--- config.mk ---
export PLATFORM = sky130hd
export DESIGN_NAME = parallel_interface_unit
export DESIGN_NICKNAME = d
export VERILOG_FILES = /design/src/parallel_port_pkg.sv /design/src/parallel_interface_unit.sv /design/src/strobe_channel.sv
export SDC_FILE = /design/constraint.sdc
export NUM_CORES = 1
export LEC_CHECK = 0
export ABC_AREA = 1
export BUFFER_PORTS_ARGS = -buffer_cell sky130_fd_sc_hd__buf_4
export CORE_UTILIZATION = 29
export CTS_CLUSTER_SIZE = 28
export DETAILED_ROUTE_END_ITERATION = 12
export SYNTH_ARGS = -nofsm -noshare
export SYNTH_HDL_FRONTEND = slang
export SYNTH_SLANG_ARGS = --single-unit
--- constraint.sdc ---
create_clock -name clock -period 1.8 [get_ports clock]
set_input_delay 0.36 -clock clock [delete_from_list [all_inputs] [get_ports clock]]
set_output_delay 0.36 -clock clock [all_outputs]
set_load 0.05 [all_outputs]
--- src/parallel_port_pkg.sv ---
// constants and types shared by the parallel interface unit
package parallel_port_pkg;
   // ------------------------------------------------------------
   // host port offsets inside one unit
   // ------------------------------------------------------------
   localparam logic [1:0] PORT_A_OFFSET = 2'h0;
   localparam logic [1:0] PORT_B_OFFSET = 2'h1;
   localparam logic [1:0] PORT_C_OFFSET = 2'h2;
   localparam logic [1:0] CONTROL_OFFSET = 2'h3;
   // board byte offsets of the port c status of each unit
   localparam logic [7:0] GROUP_A_PORT_C_STATUS = 8'h02;
   localparam logic [7:0] GROUP_B_UNIT_PORT_C_STATUS = 8'h06;
   localparam logic [7:0] THIRD_UNIT_PORT_C_STATUS = 8'h0A;
   localparam logic [7:0] FOURTH_UNIT_PORT_C_STATUS = 8'h0E;
   // ------------------------------------------------------------
   // control word fields
   // ------------------------------------------------------------
   localparam int CW_MODE_FLAG = 7;
   localparam int CW_A_MODE_HI = 6;
   localparam int CW_A_MODE_LO = 5;
   localparam int CW_A_INPUT = 4;
   localparam int CW_C_UPPER_INPUT = 3;
   localparam int CW_B_MODE = 2;
   localparam int CW_B_INPUT = 1;
   localparam int CW_C_LOWER_INPUT = 0;
   localparam int BSR_SELECT_HI = 3;
   localparam int BSR_SELECT_LO = 1;
   localparam int BSR_VALUE = 0;
   // ------------------------------------------------------------
   // port c handshake bit positions
   // ------------------------------------------------------------
   localparam int PC_A_OUT_FULL = 7;
   localparam int PC_A_ACK = 6;
   localparam int PC_A_IN_FULL = 5;
   localparam int PC_A_STROBE = 4;
   localparam int PC_A_REQUEST = 3;
   localparam int PC_B_STROBE = 2;
   localparam int PC_B_FULL = 1;
   localparam int PC_B_REQUEST = 0;
   // ------------------------------------------------------------
   // reset values and modes
   // ------------------------------------------------------------
   localparam logic [7:0] CONTROL_RESET = 8'h9B;
   localparam logic [7:0] LATCH_RESET = 8'h00;
   localparam logic [7:0] ALL_ONES = 8'hFF;
   typedef enum logic [1:0] {
      MODE_BASIC = 2'b00,
      MODE_STROBED = 2'b01,
      MODE_BIDIR = 2'b10
   } groupMode_type;
endpackage

--- src/parallel_interface_unit.sv ---
// programmable parallel port unit with basic, strobed and bidir modes
`timescale 1ns/1ps
`default_nettype none
module parallel_interface_unit (
   // clock and reset
   input wire logic clock,
   input wire logic rst_b,
   // host register port
   input wire logic [1:0] hostAddress,
   input wire logic hostWrite,
   input wire logic hostRead,
   input wire logic [7:0] hostWriteData,
   output logic [7:0] hostReadData,
   // port a pins
   input wire logic [7:0] portAIn,
   output logic [7:0] portAOut,
   output logic [7:0] portAOe,
   // port b pins
   input wire logic [7:0] portBIn,
   output logic [7:0] portBOut,
   output logic [7:0] portBOe,
   // port c pins
   input wire logic [7:0] portCIn,
   output logic [7:0] portCOut,
   output logic [7:0] portCOe
);
   // ------------------------------------------------------------
   // control word and mode decode
   // ------------------------------------------------------------
   logic [7:0] control;
   logic [7:0] cLatch;
   logic [7:0] aOut;
   logic [7:0] bOut;
   logic [7:0] aIn;
   logic [7:0] bIn;
   logic [7:0] hsMask;
   logic [7:0] statusC;
   logic [7:0] pinC;
   logic [7:0] driveC;
   logic [7:0] next_readData;
   parallel_port_pkg::groupMode_type modeA;
   logic modeWrite;
   logic bitWrite;
   logic aStrobedIn;
   logic aStrobedOut;
   logic aBidir;
   logic bStrobed;
   logic bStrobedIn;
   logic bStrobedOut;
   logic aLatchNow;
   logic aInFull;
   logic aOutFullN;
   logic aIrq;
   logic bLatchNow;
   logic bInFull;
   logic bOutFullN;
   logic bIrq;
   logic [2:0] bitSelect;

   // group a mode from bits 6..5; 1x is bidirectional
   function automatic parallel_port_pkg::groupMode_type groupAMode(
      input logic [7:0] cw);
      if (cw[parallel_port_pkg::CW_A_MODE_HI]) begin
         return parallel_port_pkg::MODE_BIDIR;
      end else if (cw[parallel_port_pkg::CW_A_MODE_LO]) begin
         return parallel_port_pkg::MODE_STROBED;
      end
      return parallel_port_pkg::MODE_BASIC;
   endfunction

   // true when the address matches one unit offset
   function automatic logic hit(input logic [1:0] address,
      input logic [1:0] offset);
      return address == offset;
   endfunction

   // bit 7 separates mode words from bit commands
   assign modeWrite = hostWrite
      && hit(hostAddress, parallel_port_pkg::CONTROL_OFFSET)
      && hostWriteData[parallel_port_pkg::CW_MODE_FLAG];
   assign bitWrite = hostWrite
      && hit(hostAddress, parallel_port_pkg::CONTROL_OFFSET)
      && !hostWriteData[parallel_port_pkg::CW_MODE_FLAG];
   assign bitSelect = hostWriteData[parallel_port_pkg::BSR_SELECT_HI:
      parallel_port_pkg::BSR_SELECT_LO];

   // group decode; bidir exists for group a only
   assign modeA = groupAMode(control);
   assign aStrobedIn = (modeA == parallel_port_pkg::MODE_STROBED)
      && control[parallel_port_pkg::CW_A_INPUT];
   assign aStrobedOut = (modeA == parallel_port_pkg::MODE_STROBED)
      && !control[parallel_port_pkg::CW_A_INPUT];
   assign aBidir = (modeA == parallel_port_pkg::MODE_BIDIR);
   assign bStrobed = control[parallel_port_pkg::CW_B_MODE];
   // port b strobed input from bits 2 and 1
   assign bStrobedIn = bStrobed && control[parallel_port_pkg::CW_B_INPUT];
   assign bStrobedOut = bStrobed && !control[parallel_port_pkg::CW_B_INPUT];

   // mode word; reset leaves every port an input, nothing driven
   always_ff @(posedge clock or negedge rst_b) begin
      if (!rst_b) begin
         control <= parallel_port_pkg::CONTROL_RESET;
      end else if (modeWrite) begin
         control <= hostWriteData;
      end
   end

   // ------------------------------------------------------------
   // port c latch and handshake mask
   // ------------------------------------------------------------
   // handshake lines taken per mode
   always_comb begin
      hsMask = 8'h00;
      case (modeA)
         parallel_port_pkg::MODE_STROBED: begin
            hsMask[parallel_port_pkg::PC_A_REQUEST] = 1'b1;
            if (aStrobedIn) begin
               hsMask[parallel_port_pkg::PC_A_IN_FULL] = 1'b1;
               hsMask[parallel_port_pkg::PC_A_STROBE] = 1'b1;
            end else begin
               hsMask[parallel_port_pkg::PC_A_OUT_FULL] = 1'b1;
               hsMask[parallel_port_pkg::PC_A_ACK] = 1'b1;
            end
         end
         parallel_port_pkg::MODE_BIDIR: begin
            hsMask[7:3] = 5'h1F;
         end
         parallel_port_pkg::MODE_BASIC: begin
            hsMask[7:3] = 5'h00;
         end
         default: begin
            hsMask[7:3] = 5'h00;
         end
      endcase
      if (bStrobed) begin
         hsMask[2:0] = 3'h7;
      end
   end

   // single bit set/reset; also the enable flags
   // direct writes reach only spare lines, handshake bits kept
   always_ff @(posedge clock or negedge rst_b) begin
      if (!rst_b) begin
         cLatch <= parallel_port_pkg::LATCH_RESET;
      end else if (modeWrite) begin
         cLatch <= parallel_port_pkg::LATCH_RESET;
      end else if (bitWrite) begin
         cLatch[bitSelect] <= hostWriteData[parallel_port_pkg::BSR_VALUE];
      end else if (hostWrite
         && hit(hostAddress, parallel_port_pkg::PORT_C_OFFSET)) begin
         cLatch <= (cLatch & hsMask) | (hostWriteData & ~hsMask);
      end
   end

   // ------------------------------------------------------------
   // data latches
   // ------------------------------------------------------------
   // output latches, cleared by a mode word
   always_ff @(posedge clock or negedge rst_b) begin
      if (!rst_b) begin
         aOut <= parallel_port_pkg::LATCH_RESET;
         bOut <= parallel_port_pkg::LATCH_RESET;
      end else if (modeWrite) begin
         aOut <= parallel_port_pkg::LATCH_RESET;
         bOut <= parallel_port_pkg::LATCH_RESET;
      end else if (hostWrite) begin
         if (hit(hostAddress, parallel_port_pkg::PORT_A_OFFSET)) begin
            aOut <= hostWriteData;
         end
         if (hit(hostAddress, parallel_port_pkg::PORT_B_OFFSET)) begin
            bOut <= hostWriteData;
         end
      end
   end

   // strobed input data caught on the strobe edge
   always_ff @(posedge clock or negedge rst_b) begin
      if (!rst_b) begin
         aIn <= parallel_port_pkg::LATCH_RESET;
         bIn <= parallel_port_pkg::LATCH_RESET;
      end else begin
         if (aLatchNow) begin
            aIn <= portAIn;
         end
         if (bLatchNow) begin
            bIn <= portBIn;
         end
      end
   end

   // ------------------------------------------------------------
   // handshake groups
   // ------------------------------------------------------------
   // enables live in c bits 4, 6 and 2
   strobe_channel groupAChannel (
      .clock(clock),
      .rst_b(rst_b),
      .clear(modeWrite),
      .inputSide(aStrobedIn || aBidir),
      .outputSide(aStrobedOut || aBidir),
      .inIrqEnable(cLatch[parallel_port_pkg::PC_A_STROBE]),
      .outIrqEnable(cLatch[parallel_port_pkg::PC_A_ACK]),
      .strobeN(portCIn[parallel_port_pkg::PC_A_STROBE]),
      .ackN(portCIn[parallel_port_pkg::PC_A_ACK]),
      .hostRead(hostRead
         && hit(hostAddress, parallel_port_pkg::PORT_A_OFFSET)),
      .hostWrite(hostWrite
         && hit(hostAddress, parallel_port_pkg::PORT_A_OFFSET)),
      .latchNow(aLatchNow),
      .inFull(aInFull),
      .outFullN(aOutFullN),
      .irqRequest(aIrq)
   );

   // group b shares one line for strobe or acknowledge
   strobe_channel groupBChannel (
      .clock(clock),
      .rst_b(rst_b),
      .clear(modeWrite),
      .inputSide(bStrobedIn),
      .outputSide(bStrobedOut),
      .inIrqEnable(cLatch[parallel_port_pkg::PC_B_STROBE]),
      .outIrqEnable(cLatch[parallel_port_pkg::PC_B_STROBE]),
      .strobeN(portCIn[parallel_port_pkg::PC_B_STROBE]),
      .ackN(portCIn[parallel_port_pkg::PC_B_STROBE]),
      .hostRead(hostRead
         && hit(hostAddress, parallel_port_pkg::PORT_B_OFFSET)),
      .hostWrite(hostWrite
         && hit(hostAddress, parallel_port_pkg::PORT_B_OFFSET)),
      .latchNow(bLatchNow),
      .inFull(bInFull),
      .outFullN(bOutFullN),
      .irqRequest(bIrq)
   );

   // ------------------------------------------------------------
   // port c status and pins
   // ------------------------------------------------------------
   // status shows enables, never strobe levels
   always_comb begin
      statusC = (control[parallel_port_pkg::CW_C_UPPER_INPUT]
         ? {portCIn[7:4], 4'h0} : {cLatch[7:4], 4'h0})
         | (control[parallel_port_pkg::CW_C_LOWER_INPUT]
         ? {4'h0, portCIn[3:0]} : {4'h0, cLatch[3:0]});
      pinC = cLatch;
      driveC = {{4{!control[parallel_port_pkg::CW_C_UPPER_INPUT]}},
         {4{!control[parallel_port_pkg::CW_C_LOWER_INPUT]}}} & ~hsMask;
      if (aStrobedOut || aBidir) begin
         statusC[parallel_port_pkg::PC_A_OUT_FULL] = aOutFullN;
         statusC[parallel_port_pkg::PC_A_ACK] =
            cLatch[parallel_port_pkg::PC_A_ACK];
         pinC[parallel_port_pkg::PC_A_OUT_FULL] = aOutFullN;
         driveC[parallel_port_pkg::PC_A_OUT_FULL] = 1'b1;
      end
      if (aStrobedIn || aBidir) begin
         statusC[parallel_port_pkg::PC_A_IN_FULL] = aInFull;
         statusC[parallel_port_pkg::PC_A_STROBE] =
            cLatch[parallel_port_pkg::PC_A_STROBE];
         pinC[parallel_port_pkg::PC_A_IN_FULL] = aInFull;
         driveC[parallel_port_pkg::PC_A_IN_FULL] = 1'b1;
      end
      if (modeA != parallel_port_pkg::MODE_BASIC) begin
         statusC[parallel_port_pkg::PC_A_REQUEST] = aIrq;
         pinC[parallel_port_pkg::PC_A_REQUEST] = aIrq;
         driveC[parallel_port_pkg::PC_A_REQUEST] = 1'b1;
      end
      if (bStrobed) begin
         statusC[2:0] = {cLatch[parallel_port_pkg::PC_B_STROBE],
            bStrobedIn ? bInFull : bOutFullN, bIrq};
         pinC[1:0] = {bStrobedIn ? bInFull : bOutFullN, bIrq};
         driveC[1:0] = 2'h3;
      end
   end

   assign portCOut = pinC;
   assign portCOe = driveC;

   // ------------------------------------------------------------
   // ports a and b pins, host read data
   // ------------------------------------------------------------
   // direction bits; bidir drives only during acknowledge
   assign portAOut = aOut;
   assign portAOe = aBidir ? (portCIn[parallel_port_pkg::PC_A_ACK]
      ? 8'h00 : parallel_port_pkg::ALL_ONES)
      : (control[parallel_port_pkg::CW_A_INPUT]
      ? 8'h00 : parallel_port_pkg::ALL_ONES);
   assign portBOut = bOut;
   assign portBOe = control[parallel_port_pkg::CW_B_INPUT]
      ? 8'h00 : parallel_port_pkg::ALL_ONES;

   // basic inputs read live, strobed inputs read the latch
   always_comb begin
      next_readData = hostReadData;
      case (hostAddress)
         parallel_port_pkg::PORT_A_OFFSET: begin
            if (modeA == parallel_port_pkg::MODE_BASIC) begin
               next_readData = control[parallel_port_pkg::CW_A_INPUT]
                  ? portAIn : aOut;
            end else begin
               next_readData = aStrobedOut ? aOut : aIn;
            end
         end
         parallel_port_pkg::PORT_B_OFFSET: begin
            if (!bStrobed) begin
               next_readData = control[parallel_port_pkg::CW_B_INPUT]
                  ? portBIn : bOut;
            end else begin
               next_readData = bStrobedIn ? bIn : bOut;
            end
         end
         parallel_port_pkg::PORT_C_OFFSET: begin
            next_readData = statusC;
         end
         default: begin
            next_readData = control;
         end
      endcase
   end

   // read data held until the next read
   always_ff @(posedge clock or negedge rst_b) begin
      if (!rst_b) begin
         hostReadData <= 8'h00;
      end else if (hostRead) begin
         hostReadData <= next_readData;
      end
   end
endmodule // parallel_interface_unit
`default_nettype wire

--- src/strobe_channel.sv ---
// handshake flags of one strobed data group
`timescale 1ns/1ps
`default_nettype none
module strobe_channel (
   // clock and reset
   input wire logic clock,
   input wire logic rst_b,
   // configuration
   input wire logic clear,
   input wire logic inputSide,
   input wire logic outputSide,
   input wire logic inIrqEnable,
   input wire logic outIrqEnable,
   // peripheral handshake pins
   input wire logic strobeN,
   input wire logic ackN,
   // host accesses to the data port
   input wire logic hostRead,
   input wire logic hostWrite,
   // flags
   output logic latchNow,
   output logic inFull,
   output logic outFullN,
   output logic irqRequest
);
   logic strobePrev;
   logic ackPrev;
   logic inReq;
   logic outReq;
   logic readPending;
   logic strobeEnd;
   logic ackFall;
   logic ackEnd;

   // edge history of the handshake pins
   always_ff @(posedge clock or negedge rst_b) begin
      if (!rst_b) begin
         strobePrev <= 1'b1;
         ackPrev <= 1'b1;
      end else begin
         strobePrev <= strobeN;
         ackPrev <= ackN;
      end
   end

   assign latchNow = inputSide & strobePrev & ~strobeN;
   assign strobeEnd = inputSide & ~strobePrev & strobeN;
   assign ackFall = outputSide & ackPrev & ~ackN;
   assign ackEnd = outputSide & ~ackPrev & ackN;

   // buffer full drops one cycle after the read that emptied it
   always_ff @(posedge clock or negedge rst_b) begin
      if (!rst_b) begin
         readPending <= 1'b0;
      end else begin
         readPending <= hostRead & inputSide & ~clear;
      end
   end

   always_ff @(posedge clock or negedge rst_b) begin
      if (!rst_b) begin
         inFull <= 1'b0;
      end else if (clear) begin
         inFull <= 1'b0;
      end else if (latchNow) begin
         inFull <= 1'b1;
      end else if (readPending) begin
         inFull <= 1'b0;
      end
   end

   // input request, a new strobe end beats a read
   always_ff @(posedge clock or negedge rst_b) begin
      if (!rst_b) begin
         inReq <= 1'b0;
      end else if (clear) begin
         inReq <= 1'b0;
      end else if (strobeEnd && inFull) begin
         inReq <= 1'b1;
      end else if (hostRead) begin
         inReq <= 1'b0;
      end
   end

   // host write lowers the output full flag
   always_ff @(posedge clock or negedge rst_b) begin
      if (!rst_b) begin
         outFullN <= 1'b1;
      end else if (clear) begin
         outFullN <= 1'b1;
      end else if (hostWrite && outputSide) begin
         outFullN <= 1'b0;
      end else if (ackFall) begin
         outFullN <= 1'b1;
      end
   end

   always_ff @(posedge clock or negedge rst_b) begin
      if (!rst_b) begin
         outReq <= 1'b0;
      end else if (clear) begin
         outReq <= 1'b0;
      end else if (ackEnd && outFullN) begin
         outReq <= 1'b1;
      end else if (hostWrite) begin
         outReq <= 1'b0;
      end
   end

   // request visible only under its enable
   assign irqRequest = (inReq & inIrqEnable) | (outReq & outIrqEnable);
endmodule // strobe_channel
`default_nettype wire

## Yosys cells after proc, flatten, opt, wreduce, memory -nomap -nowiden

Cells that the tools add are included.

| storage, ports and cells | value |
|---|---|
| bits in registers | 69 |
| output and inout bits | 56 |
| word-level logic and storage cells | 180 |
| input port bits | 38 |

| cells by class | value |
|---|---|
| muxes and demuxes | 71 |
| $lt $le $gt $ge | 2 |
| bitwise operators | 39 |
| reductions and logical operators | 43 |
| eq/ne operators | 5 |

Operators with widths:

| cell | number |
|---|---|
| 2-to-1 mux 8 bit | 20 |
| 2-to-1 mux 1 bit | 35 |
| nonzero test 3 bit | 9 |
| AND 1 bit | 24 |
| AND 8 bit | 3 |
| one-hot mux 8 bit (3 select lines) | 1 |
| logical AND 1 bit | 19 |
| 2-to-1 mux 2 bit | 9 |
| one-hot mux 5 bit (2 select lines) | 1 |
| bitwise mux 8 bit | 1 |
| NOT 8 bit | 1 |
| bitwise OR 8 x 4 -> 8 bit | 1 |
| bitwise OR 8 bit | 1 |
| nonzero test 2 bit | 4 |
| NOT 1 bit | 7 |
| equality test 2 bit, second input constant | 3 |
| 2-to-1 mux 3 bit | 2 |
| logical NOT 1 bit | 5 |
| equality test 2 x 1 -> 1 bit, second input constant | 2 |
| logical NOT 2 bit | 2 |
| less-than comparator 3 x 4 -> 1 bit, second input constant | 1 |
| 2-to-1 mux 4 bit | 1 |
| AND reduction 2 bit | 2 |
| demux 1 bit (select 3 bit) | 1 |
| other kinds (3) | 5 |

## Depth between registers and ports, before layout

Gate-level depths: netlist (run 1).

| logic depth | value |
|---|---|
| depth after elaboration | 13 |
| mapped depth | 11 |

## Cells and area by module

A second synthesis (run 1) with hierarchy kept.

| unflattened totals | value |
|---|---|
| cell total of the unflattened synthesis | 569 |
| area, all modules | 4252.8 um^2 |

By module, submodules not included:

| module | instances | cells an instance | area an instance (um^2) |
|---|---|---|---|
| parallel_interface_unit | 1 | 497 | 3629.7 |
| strobe_channel | 2 | 36 | 311.5 |

## Least setup slack after synthesis (run 1)

No wires, ideal clock.

| timing path | value |
|---|---|
| kind | reg2out |
| start point | register control[6] |
| end point | output portAOe[1] |
| data required time | 1440 ps |
| arrival time | 2398 ps |
| setup slack | -958 ps |
| path buffers | 1 |
| cell stages (with the launch flop) | 4 |
| path through | dfrtp_1 inv_2 o21ai_0 buf_4 |

| on the way | value |
|---|---|
| longest elaborated chain between the ends | 4 |
| elaborated cells between the ends (all ways) | 5 |

Ends and longest elaborated chain:

| element | RTL line | source |
|---|---|---|
| start, declared | parallel_interface_unit.sv:30 | `logic [7:0] control;` |
| start signal, assigned | parallel_interface_unit.sv:102 | `control <= parallel_port_pkg::CONTROL_RESET;` |
| start signal, assigned | parallel_interface_unit.sv:104 | `control <= hostWriteData;` |
| 2-to-1 mux 2 bit or 2-to-1 mux 1 bit (tied branches) | parallel_interface_unit.sv:63 | `if (cw[parallel_port_pkg::CW_A_MODE_HI]) begin` |
| 2-to-1 mux 2 bit (*) | parallel_interface_unit.sv:68 | `return parallel_port_pkg::MODE_BASIC;` |
| equality test 2 bit (*) | parallel_interface_unit.sv:93 | `assign aBidir = (modeA == parallel_port_pkg::MODE_BIDIR);` |
| 2-to-1 mux 8 bit (*) | parallel_interface_unit.sv:283 | `assign portAOe = aBidir ? (portCIn[parallel_port_pkg::PC_A_ACK]` |
| end, declared | parallel_interface_unit.sv:17 | `output logic [7:0] portAOe,` |

Mark *: on every way between the ends. The rest lies on a longest branch, timed or not.

## Final worst setup path (run 1)

| timing path | value |
|---|---|
| start point | register control[4] |
| end point | output portCOe[6] |

| on the way | value |
|---|---|
| longest elaborated chain between the ends | 5 |

Ends and longest elaborated chain:

| element | RTL line | source |
|---|---|---|
| logical AND 1 bit | parallel_interface_unit.sv:90 | `&& control[parallel_port_pkg::CW_A_INPUT];` |
| 2-to-1 mux 2 bit | parallel_interface_unit.sv:117 | `if (aStrobedIn) begin` |
| one-hot mux 5 bit (2 select lines) | parallel_interface_unit.sv:114 | `case (modeA)` |
| NOT 8 bit | parallel_interface_unit.sv:247 | `{4{!control[parallel_port_pkg::CW_C_LOWER_INPUT]}}} & ~hsMask;` |
| AND 8 bit | parallel_interface_unit.sv:247 |  |
| end, declared | parallel_interface_unit.sv:25 | `output logic [7:0] portCOe` |

Every way passes these cells.

==> results of run 1 <==
[area by class of cell]
| class | count | area, um^2 | share of cell area |
|---|---|---|---|
| clock buffer | 13 | 270 | 0.0495 |
| clock inverter | 3 | 90.1 | 0.0165 |
| inverter | 58 | 223 | 0.0408 |
| multi-input combinational | 383 | 1910 | 0.349 |
| sequential | 69 | 1740 | 0.319 |
| tap | 176 | 220 | 0.0403 |
| timing repair buffer | 126 | 1010 | 0.185 |
[report_power, final]
| part | total (uW) | switching [uW] | internal (uW) |
|---|---|---|---|
| registers | 2290 | 312 | 1980 |
| clock network | 2110 | 647 | 1470 |
| logic | 3300 | 2150 | 1160 |
[logic make-up (layout without fill, tap and decap cells)]
logic type             after synthesis  count (layout)
multiplexers                         9               9
AO/OA/AOI/OAI                       96              96
AND/OR/NAND/NOR                    278             278
flip-flops                          69              69
buffers and inverters               94             200
[registers in the layout, indices dropped and copies added, names as in the netlist]
signal,flops
groupBChannel.strobePrev,1
groupAChannel.inReq,1
cLatch,8
groupBChannel.outReq,1
groupBChannel.inFull,1
groupAChannel.inFull,1
aIn,8
groupAChannel.outReq,1
groupBChannel.outFullN,1
hostReadData,8
groupBChannel.inReq,1
portBOut,8
control,8
portAOut,8
groupAChannel.outFullN,1
groupAChannel.ackPrev,1
groupBChannel.readPending,1
groupAChannel.readPending,1
groupAChannel.strobePrev,1
bIn,8
[cell usage in the layout, fill, tap and decap left out, types with 2 or more instances in the layout]
cell / count
bufinv_16: 3
nand3_1: 52
mux2_4: 3
nand4_1: 4
dfstp_2: 10
clkbuf_8: 3
dfrtp_1: 56
o31ai_1: 2
nand2_1: 180
o21ai_1: 3
o21ai_0: 47
o22ai_1: 5
buf_6: 10
nor2_4: 4
o211ai_1: 5
buf_4: 114
dfrtp_2: 3
inv_1: 49
nand2_4: 3
mux2_2: 6
a21oi_1: 26
inv_2: 7
clkbuf_16: 9
nor2_1: 19
buf_12: 2
nor2_2: 5
o21ai_2: 4
inv_4: 2
nand2_2: 5
[how the worst max path moves through the flow]
stage	to	slack, ns	cells past startpoint
floorplan	portAOe[1]	0.004	3
global route	portCOe[6]	-0.07	5
global placement	portCOut[7]	0.14	5
CTS	portCOe[6]	-0.03	5
finish	portCOe[6]	-0.03	5
detailed placement	groupAChannel.outReq	0.12	8
[what timing repair did]
item                       CTS  global route
gates cloned                 0             0
hold buffers                 0             0
setup endpoints to repair   19            18
pin swaps                    6             2
setup buffers               14             3
hold endpoints to repair     0             0
resized for setup           28             7
[critical path, cell delays in order, from the launching register on]
cell and delay, ns:
dfstp_2 0.56, buf_12 0.12, o21bai_4 0.10, buf_6 0.14
nor2_4 0.07, buf_6 0.16
[synthesized netlist by cell type, types with 5 or more instances]
master    number
dfstp_2       10
o211ai_1       5
dfrtp_1       59
nand3_1       53
buf_4         19
o21ai_0       53
nor2_1        21
o22ai_1        5
mux2_2         6
nor2_2         6
clkbuf_1       5
buf_2          8
nand2_1      183
a21oi_1       26
inv_1         52
inv_2          6
[stage by stage]
step | power [uW] | setup TNS [ns] | setup WS [ns]
final | 7710 | -0.0927 | -0.0309
after global routing | 8120 | -0.637 | -0.0658
after CTS | 7680 | -0.0382 | -0.0264
after detailed placement | 5290 | 0 | 0.117
after global placement | 5270 | 0 | 0.137
after floorplan | 4430 | 0 | 0.00362
[layer usage]
metal  global-route usage  wire length, um
met1                0.237             5540
met2                0.301             5920
met3               0.0509              869
met4               0.0844              444
met5                    0                0
==> results by stage, run 1 <==
Placed design:
- After legalization and detailed placement, the total HPWL measured 9690 um.
- The instance count after placement with tap cells included is 795.
- In this run the cell area measured after placement is 4830 um^2.
- At the end of routability-driven placement, the weighted congestion stood at 0.900.
- The count of input and output buffers is 93.

Critical path:
- The first element of the critical path is control[4].
- The critical path in this run is classified as reg2out.
- The logic depth of the worst register-to-register path is 6.
- STA classifies the critical path startpoint as a flip-flop.
- The endpoint of the worst-slack reg-to-reg timing path is aIn[4].
- The startpoint identified for the worst register-to-register timing path is control[4].
- Of all nets on the critical path, the largest fanout is 5.
- The worst setup path is captured at an output pin.
- In this run the register-to-register setup slack is 0.09 ns.
- STA puts the critical path data required time at 1.44 ns.
- The critical path data arrival time is 1.47 ns.

Cells and area:
- The synthesis-to-layout area growth is 35.9%.
- Once layout is done, the placed cells without fillers occupy 5460 um^2.
- In the final layout, the share of cells above drive strength 1 is 0.307.
- The layout has 1343 filler cells.
- The final layout contains 685 nets.
- The repair_antennas step left the layout with diodes totalling 0.
- At the end of the flow the core is filled with cells to 0.408.
- The non-filler instance count after layout is 828.

Yosys:
- Counting every net in the synthesized netlist gives 584.
- By area the synthesized netlist is led by dfrtp_1, nand2_1, nand3_1.
- Of the synthesized area, sequential elements account for 0.433.
- Synthesis inferred 69 register bits.
- After synthesis, the share of cell area in mux cells is 0.0280.
- The area fraction of the dominant cell type after synthesis is 0.367.
- The count of distinct cell types in the synthesized netlist is 31.
- The combinational family with the most area after synthesis is simple AND/OR/NAND/NOR gates.
- The area fraction in compound gates after synthesis is 0.129.
- In the synthesized netlist the dominant register cell turns out to be dfrtp_1.
- The count of mapped cells out of synthesis is 546.
- The number of enable flip-flop cells after synthesis is 0.
- The cell area that synthesis handed to floorplanning was 4020 um^2.
- The share of synthesized cell area in and, or, nand and nor gates is 0.295.
- The fraction of registers with async set or reset after synthesis is 1.00.
- Yosys printed 0 warnings.
- The adder-cell share of the synthesized area is 0.
- The average cell area after synthesis is 7.36 um^2.
- The synthesized-area fraction occupied by xor and xnor cells is 0.
- The library cell with the largest summed area after synthesis is dfrtp_1.

Clock tree:
- For this design, the sink count on the clock tree is 69.
- The clock transition time at the flip-flop clock pins of the worst setup and hold paths is 0.06 ns.
- The number of buffers inserted during clock tree synthesis is 9.
- The CTS tree is yes.
- The level count of the clock H-tree is 3.
- The maximum buffer depth of the clock tree is 2.
- The root buffer cell chosen for the clock tree is clkbuf_16.
- The clock reaches the later pin of the worst-skew pair after 0.33 ns.

Timing:
- The setup clock skew after layout is 0.00839 ns.
- Setup repair after global routing could not meet its margin everywhere.
- The slew at the pin with the worst max-slew slack is 0.508 ns.
- Dividing the final minimum period by the clock period gives 1.02.
- Final hold analysis gives a worst-case slack of -0.00103 ns.
- The count of final hold-check violations was 2.
- The total setup violations reported at the end of the flow is 10.
- The worst setup slack after layout is -0.0309 ns.
- The shortest clock period the worst path allows after layout is 1.83 ns.
- The top achievable clock speed is 0.546 GHz.
- The max-slew violation count is 0.
- The worst pin sits at a relative slew slack of 0.661.

Global route:
- The sum of overflow across all layers after global routing is 0.
- The total global routing track utilization is 0.188.
- The via count of the first global-routing pass is 4032.
- The first global-routing pass estimated 20800 um of wire.
- Entering global routing, the biggest net connects 37 pins.
- The number of antenna violations at the first check in global routing was 0.

Power:
- The maximum vdd ir drop is 0.494 mV.
- The analysis attributes to cell leakage a power of 0.00276 uW.
- The total power per unit cell area is 1410 nW/um^2.

Drt:
- The via count of the routed design is 3998.
- The routed design has 12800 um of wire.
- Dividing the detail-routed via count by the number of cells gives 4.83.
- For this run, the detailed router's first-pass iteration total came to 5.
- After detailed routing, the average wire length per cell comes to 15.4 um.
- The violation count after the first detailed-routing iteration is 279.
- The number of antenna-violating nets in the routed design is 0.
- For this run, design rule violations remaining after detail routing come to 0.

Run status:
- The checks that failed: hold timing, setup timing.
- The run finished, with violations left.

Die:
- The core outline area is 13400 um^2.
- The floorplan has 42 rows.
- For this configuration, the core starts out at a cell density of 0.300.
- The area enclosed by the die boundary is 14300 um^2.
- In this run the vertical extent of the chip is 120 um.
- Pin placement for this block handled 94 I/O pins.
- Measured along the x axis, the die boundary spans 120 um.

Flow run:
- Across the run, the number of max-cap violations was 0.

Hold path:
- The path class of the lowest-slack min-delay path is in2async.
Power figures use the tool's default switching activity.
==> run 2, diff against run 1 <==
--- a/config.mk
+++ b/config.mk
@@ -7,9 +7,10 @@
 export LEC_CHECK = 0
 export ABC_AREA = 1
 export BUFFER_PORTS_ARGS = -buffer_cell sky130_fd_sc_hd__buf_4
-export CORE_UTILIZATION = 29
+export CORE_UTILIZATION = 39
 export CTS_CLUSTER_SIZE = 28
 export DETAILED_ROUTE_END_ITERATION = 12
 export SYNTH_ARGS = -nofsm -noshare
 export SYNTH_HDL_FRONTEND = slang
+export SYNTH_HIERARCHICAL = 1
 export SYNTH_SLANG_ARGS = --single-unit
==> run 2 against run 1 <==
  * The run ends with setup timing left
  * Register-to-register slack hardly changed
  * Sequential share of layout area is 0.052 points lower
  * Utilization is 12 points higher
  * Critical endpoint is now portCOut[5]
==> results by stage, run 2 <==
Timing:
- The setup clock skew after layout came to 0.00991 ns (was 0.00839 ns).
- The worst max-slew margin expressed relative to the limit is 0.772 (was 0.661).
- The shortest clock period the worst path allows after layout is 1.92 ns (was 1.83 ns).
- The worst setup slack after layout is -0.121 ns (was -0.0309 ns).
- The total setup violations reported at the end of the flow is 15 (was 10).
- The part of the cycle the worst path needs is 1.07 (was 1.02).
- The hold slack is 0.141 ns (was -0.00103 ns).
- RSZ-0062 raised after global routing: true (unchanged).
- The max-slew violation count is 0 (unchanged).
- The slew at the pin with the worst max-slew slack came to 0.341 ns (was 0.508 ns).
- The top achievable clock speed was 0.521 GHz (was 0.546 GHz).
- The count of final hold-check violations is 0 (was 2).

Die:
- The number of rows in the core area is 37 (was 42).
- The area enclosed by the die boundary is 11300 um^2 (was 14300 um^2).
- The initial core utilization is 0.406 (was 0.300).
- The die boundary width is 106 um (was 120 um).
- The vertical die dimension was 106 um (was 120 um).
- The core outline area is 10500 um^2 (was 13400 um^2).
- The top-level I/O count is 94 (unchanged).

Drt:
- The post-detailed-route via-to-cell ratio is 5.03 (was 4.83).
- The detailed-routing iteration count for the pre-antenna-repair pass is 5 (unchanged).
- The number of antenna-violating nets in the routed design was 0 (unchanged).
- The average routed wire per standard cell is 15.6 um (was 15.4 um).
- The total length of routed wires is 12700 um (was 12800 um).
- The via count of the routed design is 4106 (was 3998).
- The violation count after the first detailed-routing iteration came to 243 (was 279).
- The DRC violation count after routing is 0 (unchanged).

Power:
- The total power per unit cell area is 1290 nW/um^2 (was 1410 nW/um^2).
- The leakage component of the power is 0.00283 uW (was 0.00276 uW).
- The maximum vdd ir drop was 0.702 mV (was 0.494 mV).

Critical path:
- The start-to-end type of the worst setup path is reg2out (unchanged).
- The destination of the critical timing path is portCOut[5] (was portCOe[6]).
- Worst path cell trace: buf_12 > nor2_4 > nor2_4 > buf_6 > o21ai_4 > buf_6 (was buf_12 > o21bai_4 > buf_6 > nor2_4 > buf_6).
- The cell count along the critical path is 6 (was 5).
- The logic depth of the worst register-to-register path was 9 (was 6).
- The largest stage delay on the critical path is 0.45 ns (was 0.56 ns).
- The critical path data arrival time is 1.56 ns (was 1.47 ns).
- The largest driver fanout on the critical path is 4 (was 5).
- The required arrival time at the worst endpoint came to 1.44 ns (about the same).
- The endpoint of the worst-slack reg-to-reg timing path is aIn[1] (was aIn[4]).
- The element type at the critical path start is a flip-flop (unchanged).
- The top cell family by delay on the critical path is flip-flops (unchanged).
- The first element of the critical path is control[5] (was control[4]).
- The critical path's slowest cell is dfrtp_2 (was dfstp_2).
- The worst setup slack for register-to-register paths is 0.08 ns (was 0.09 ns).
- The launch instance of the worst register-to-register path is control[4] (unchanged).
- The buffer and inverter count on the worst path is 3 (unchanged).
- The endpoint class of the critical path is an output pin (unchanged).

Yosys:
- The number of enable flip-flop cells after synthesis is 0 (unchanged).
- The count of distinct cell types in the synthesized netlist is 34 (was 31).
- The register bit count reported by yosys came to 70 (was 69).
- The library cell with the largest summed area after synthesis is dfrtp_1 (unchanged).
- The portion of the post-synthesis area used by sequential elements came to 0.415 (was 0.433).
- The average cell area after synthesis was 7.47 um^2 (was 7.36 um^2).
- The most numerous cell in the Yosys netlist is nand2_1 (unchanged).
- Top cells by area in the synthesized netlist: dfrtp_1, nand2_1, nand3_1 (unchanged).
- The fraction of registers with async set or reset after synthesis was 1.00 (unchanged).
- The count of mapped cells out of synthesis came to 569 (was 546).
- The number of synthesis warnings is 6 (was 0).
- Most frequent cells after synthesis: nand2_1, nand3_1, dfrtp_1, inv_1, o21ai_0 (was nand2_1, dfrtp_1, nand3_1, o21ai_0, inv_1).
- The most used flip-flop cell after synthesis is dfrtp_1 (unchanged).
- The mapped cell area is 4250 um^2 (was 4020 um^2).
- The net count after synthesis is 607 (was 584).
- The area fraction of the dominant cell type after synthesis is 0.347 (was 0.367).

Hold path:
- The path class of the lowest-slack min-delay path is in2reg (was in2async).

Placed design:
- The worst slack at placement came to 0.0827 ns (was 0.117 ns).
- The final weighted congestion in routability-driven placement is 0.873 (was 0.900).
- The detailed placement HPWL is 9710 um (was 9690 um).
- The count of input and output buffers is 93 (unchanged).

Cells and area:
- The diode insertion count for antenna repair is 0 (unchanged).
- The most common cell after layout, fill and taps aside was nand2_1 (unchanged).
- The fill cell total of the finished layout is 1049 (was 1343).
- The synthesis-to-layout area growth is 30.6% (was 35.9%).
- The share of layout cells above drive strength 1 came to 0.318 (was 0.307).
- The number of nets in the layout is 713 (was 685).
- Most frequent cells in the layout: nand2_1, buf_4, nand3_1, inv_1, dfrtp_1 (was nand2_1, buf_4, dfrtp_1, nand3_1, inv_1).

Clock tree:
- The clock transition time at the flip-flop clock pins of the worst setup and hold paths was 0.08 ns (was 0.06 ns).
- The maximum buffer depth of the clock tree came to 2 (unchanged).
- The CTS tree is yes (unchanged).
- The cell chosen for the clock root is clkbuf_8 (was clkbuf_16).
- The number of buffers inserted during clock tree synthesis was 9 (unchanged).
- The clock latency on the worst-skew pair is 0.35 ns (was 0.33 ns).
- The CTS sink count was 70 (was 69).
- The level count of the clock H-tree is 3 (unchanged).

Global route:
- The sum of overflow across all layers after global routing is 0 (unchanged).
- The total global routing track utilization is 0.236 (was 0.188).
- The largest net degree at the start of global routing is 25 (was 37).
- The global-route wire length before repair is 20500 um (was 20800 um).
- The via count of the first global-routing pass is 3948 (was 4032).
- The number of antenna violations at the first check in global routing is 0 (unchanged).

Flow run:
- The max capacitance violation total is 0 (unchanged).

Run status:
- Failing checks: setup timing (was hold timing, setup timing).
- Run status: finished with violations (unchanged).
run 2: changes by cell type in the layout (fill, tap and decap cells not counted), moves of 8 or more:
cell	previous run	this run
o21ai_1	3	13
buf_6	10	19
nor2_1	19	27
o21ai_0	47	29
inv_1	49	57
nand3_1	52	62
clkbuf_16	9	0
buf_4	114	106
run 2: metrics by stage:
step,std cells,instance area [um^2],utilization,TNS (ns),power (uW)
finish,816,5550,0.531,-0.905,7180
global route,816,5550,0.531,-1.83,7610
CTS,812,5470,0.523,-0.826,7110
detailed placement,787,5100,0.488,0,5560
global placement,787,5100,0.488,0,5530
floorplan,569,4280,-,-0.645,4660
run 2: logic make-up after synthesis:
kind of cell           after synthesis  synth area share
AO/OA/AOI/OAI                       96             0.130
buffers and inverters              103             0.120
flip-flops                          70             0.415
multiplexers                         7            0.0185
AND/OR/NAND/NOR                    293             0.316
run 2: worst min-delay path by stage:
| stage | from | to | depth (start not counted) |
|---|---|---|---|
| finish | portCIn[4] | groupAChannel/strobePrev | 1 |
| global route | portCIn[4] | groupAChannel/strobePrev | 1 |
| CTS | portCIn[4] | groupAChannel/strobePrev | 1 |
| detailed placement | rst_b | groupBChannel/inReq | 1 |
| global placement | rst_b | groupBChannel/inReq | 1 |
| floorplan | rst_b | aIn[0] | 0 |
run 2: where the power goes:
part	internal [uW]	total (uW)	leakage, uW	switching, uW
sequential	1990	2290	0.000844	302
clock	684	1330	0.000104	641
combinational	1250	3560	0.00188	2310
total	3920	7180	0.00283	3250
run 2: cell type report:
cell class	instances	area (um^2)	area share
multi-input combinational	396	2060	0.370
sequential	70	1770	0.319
timing repair buffer	129	1080	0.194
inverter	69	279	0.0502
tap	136	170	0.0306
clock buffer	11	141	0.0255
clock inverter	5	57.6	0.0104
run 2: repair_timing:
action,4_1_cts,5_1_grt
resized for setup,28,15
hold buffers,1,0
pin swaps,3,3
setup buffers,8,4
cloned,0,0
hold endpoints to repair,14,0
endpoints found under the setup margin,26,20
run 2: worst reg2reg max path, stage by stage, from the launching register on:
cell     delay, ns
dfstp_2       0.60
nor2_4        0.05
nor2_4        0.10
buf_4         0.11
buf_4         0.10
inv_1         0.04
nor2_2        0.08
nand2_2       0.07
inv_2         0.12
mux2_2        0.34
run 2: per-layer routing:
metal	global-route usage	vias to the layer above	routed length, um
li1	-	2028	-
met1	0.327	1916	5710
met2	0.368	144	6010
met3	0.0490	18	764
met4	0.0714	0	244
met5	0	-	0
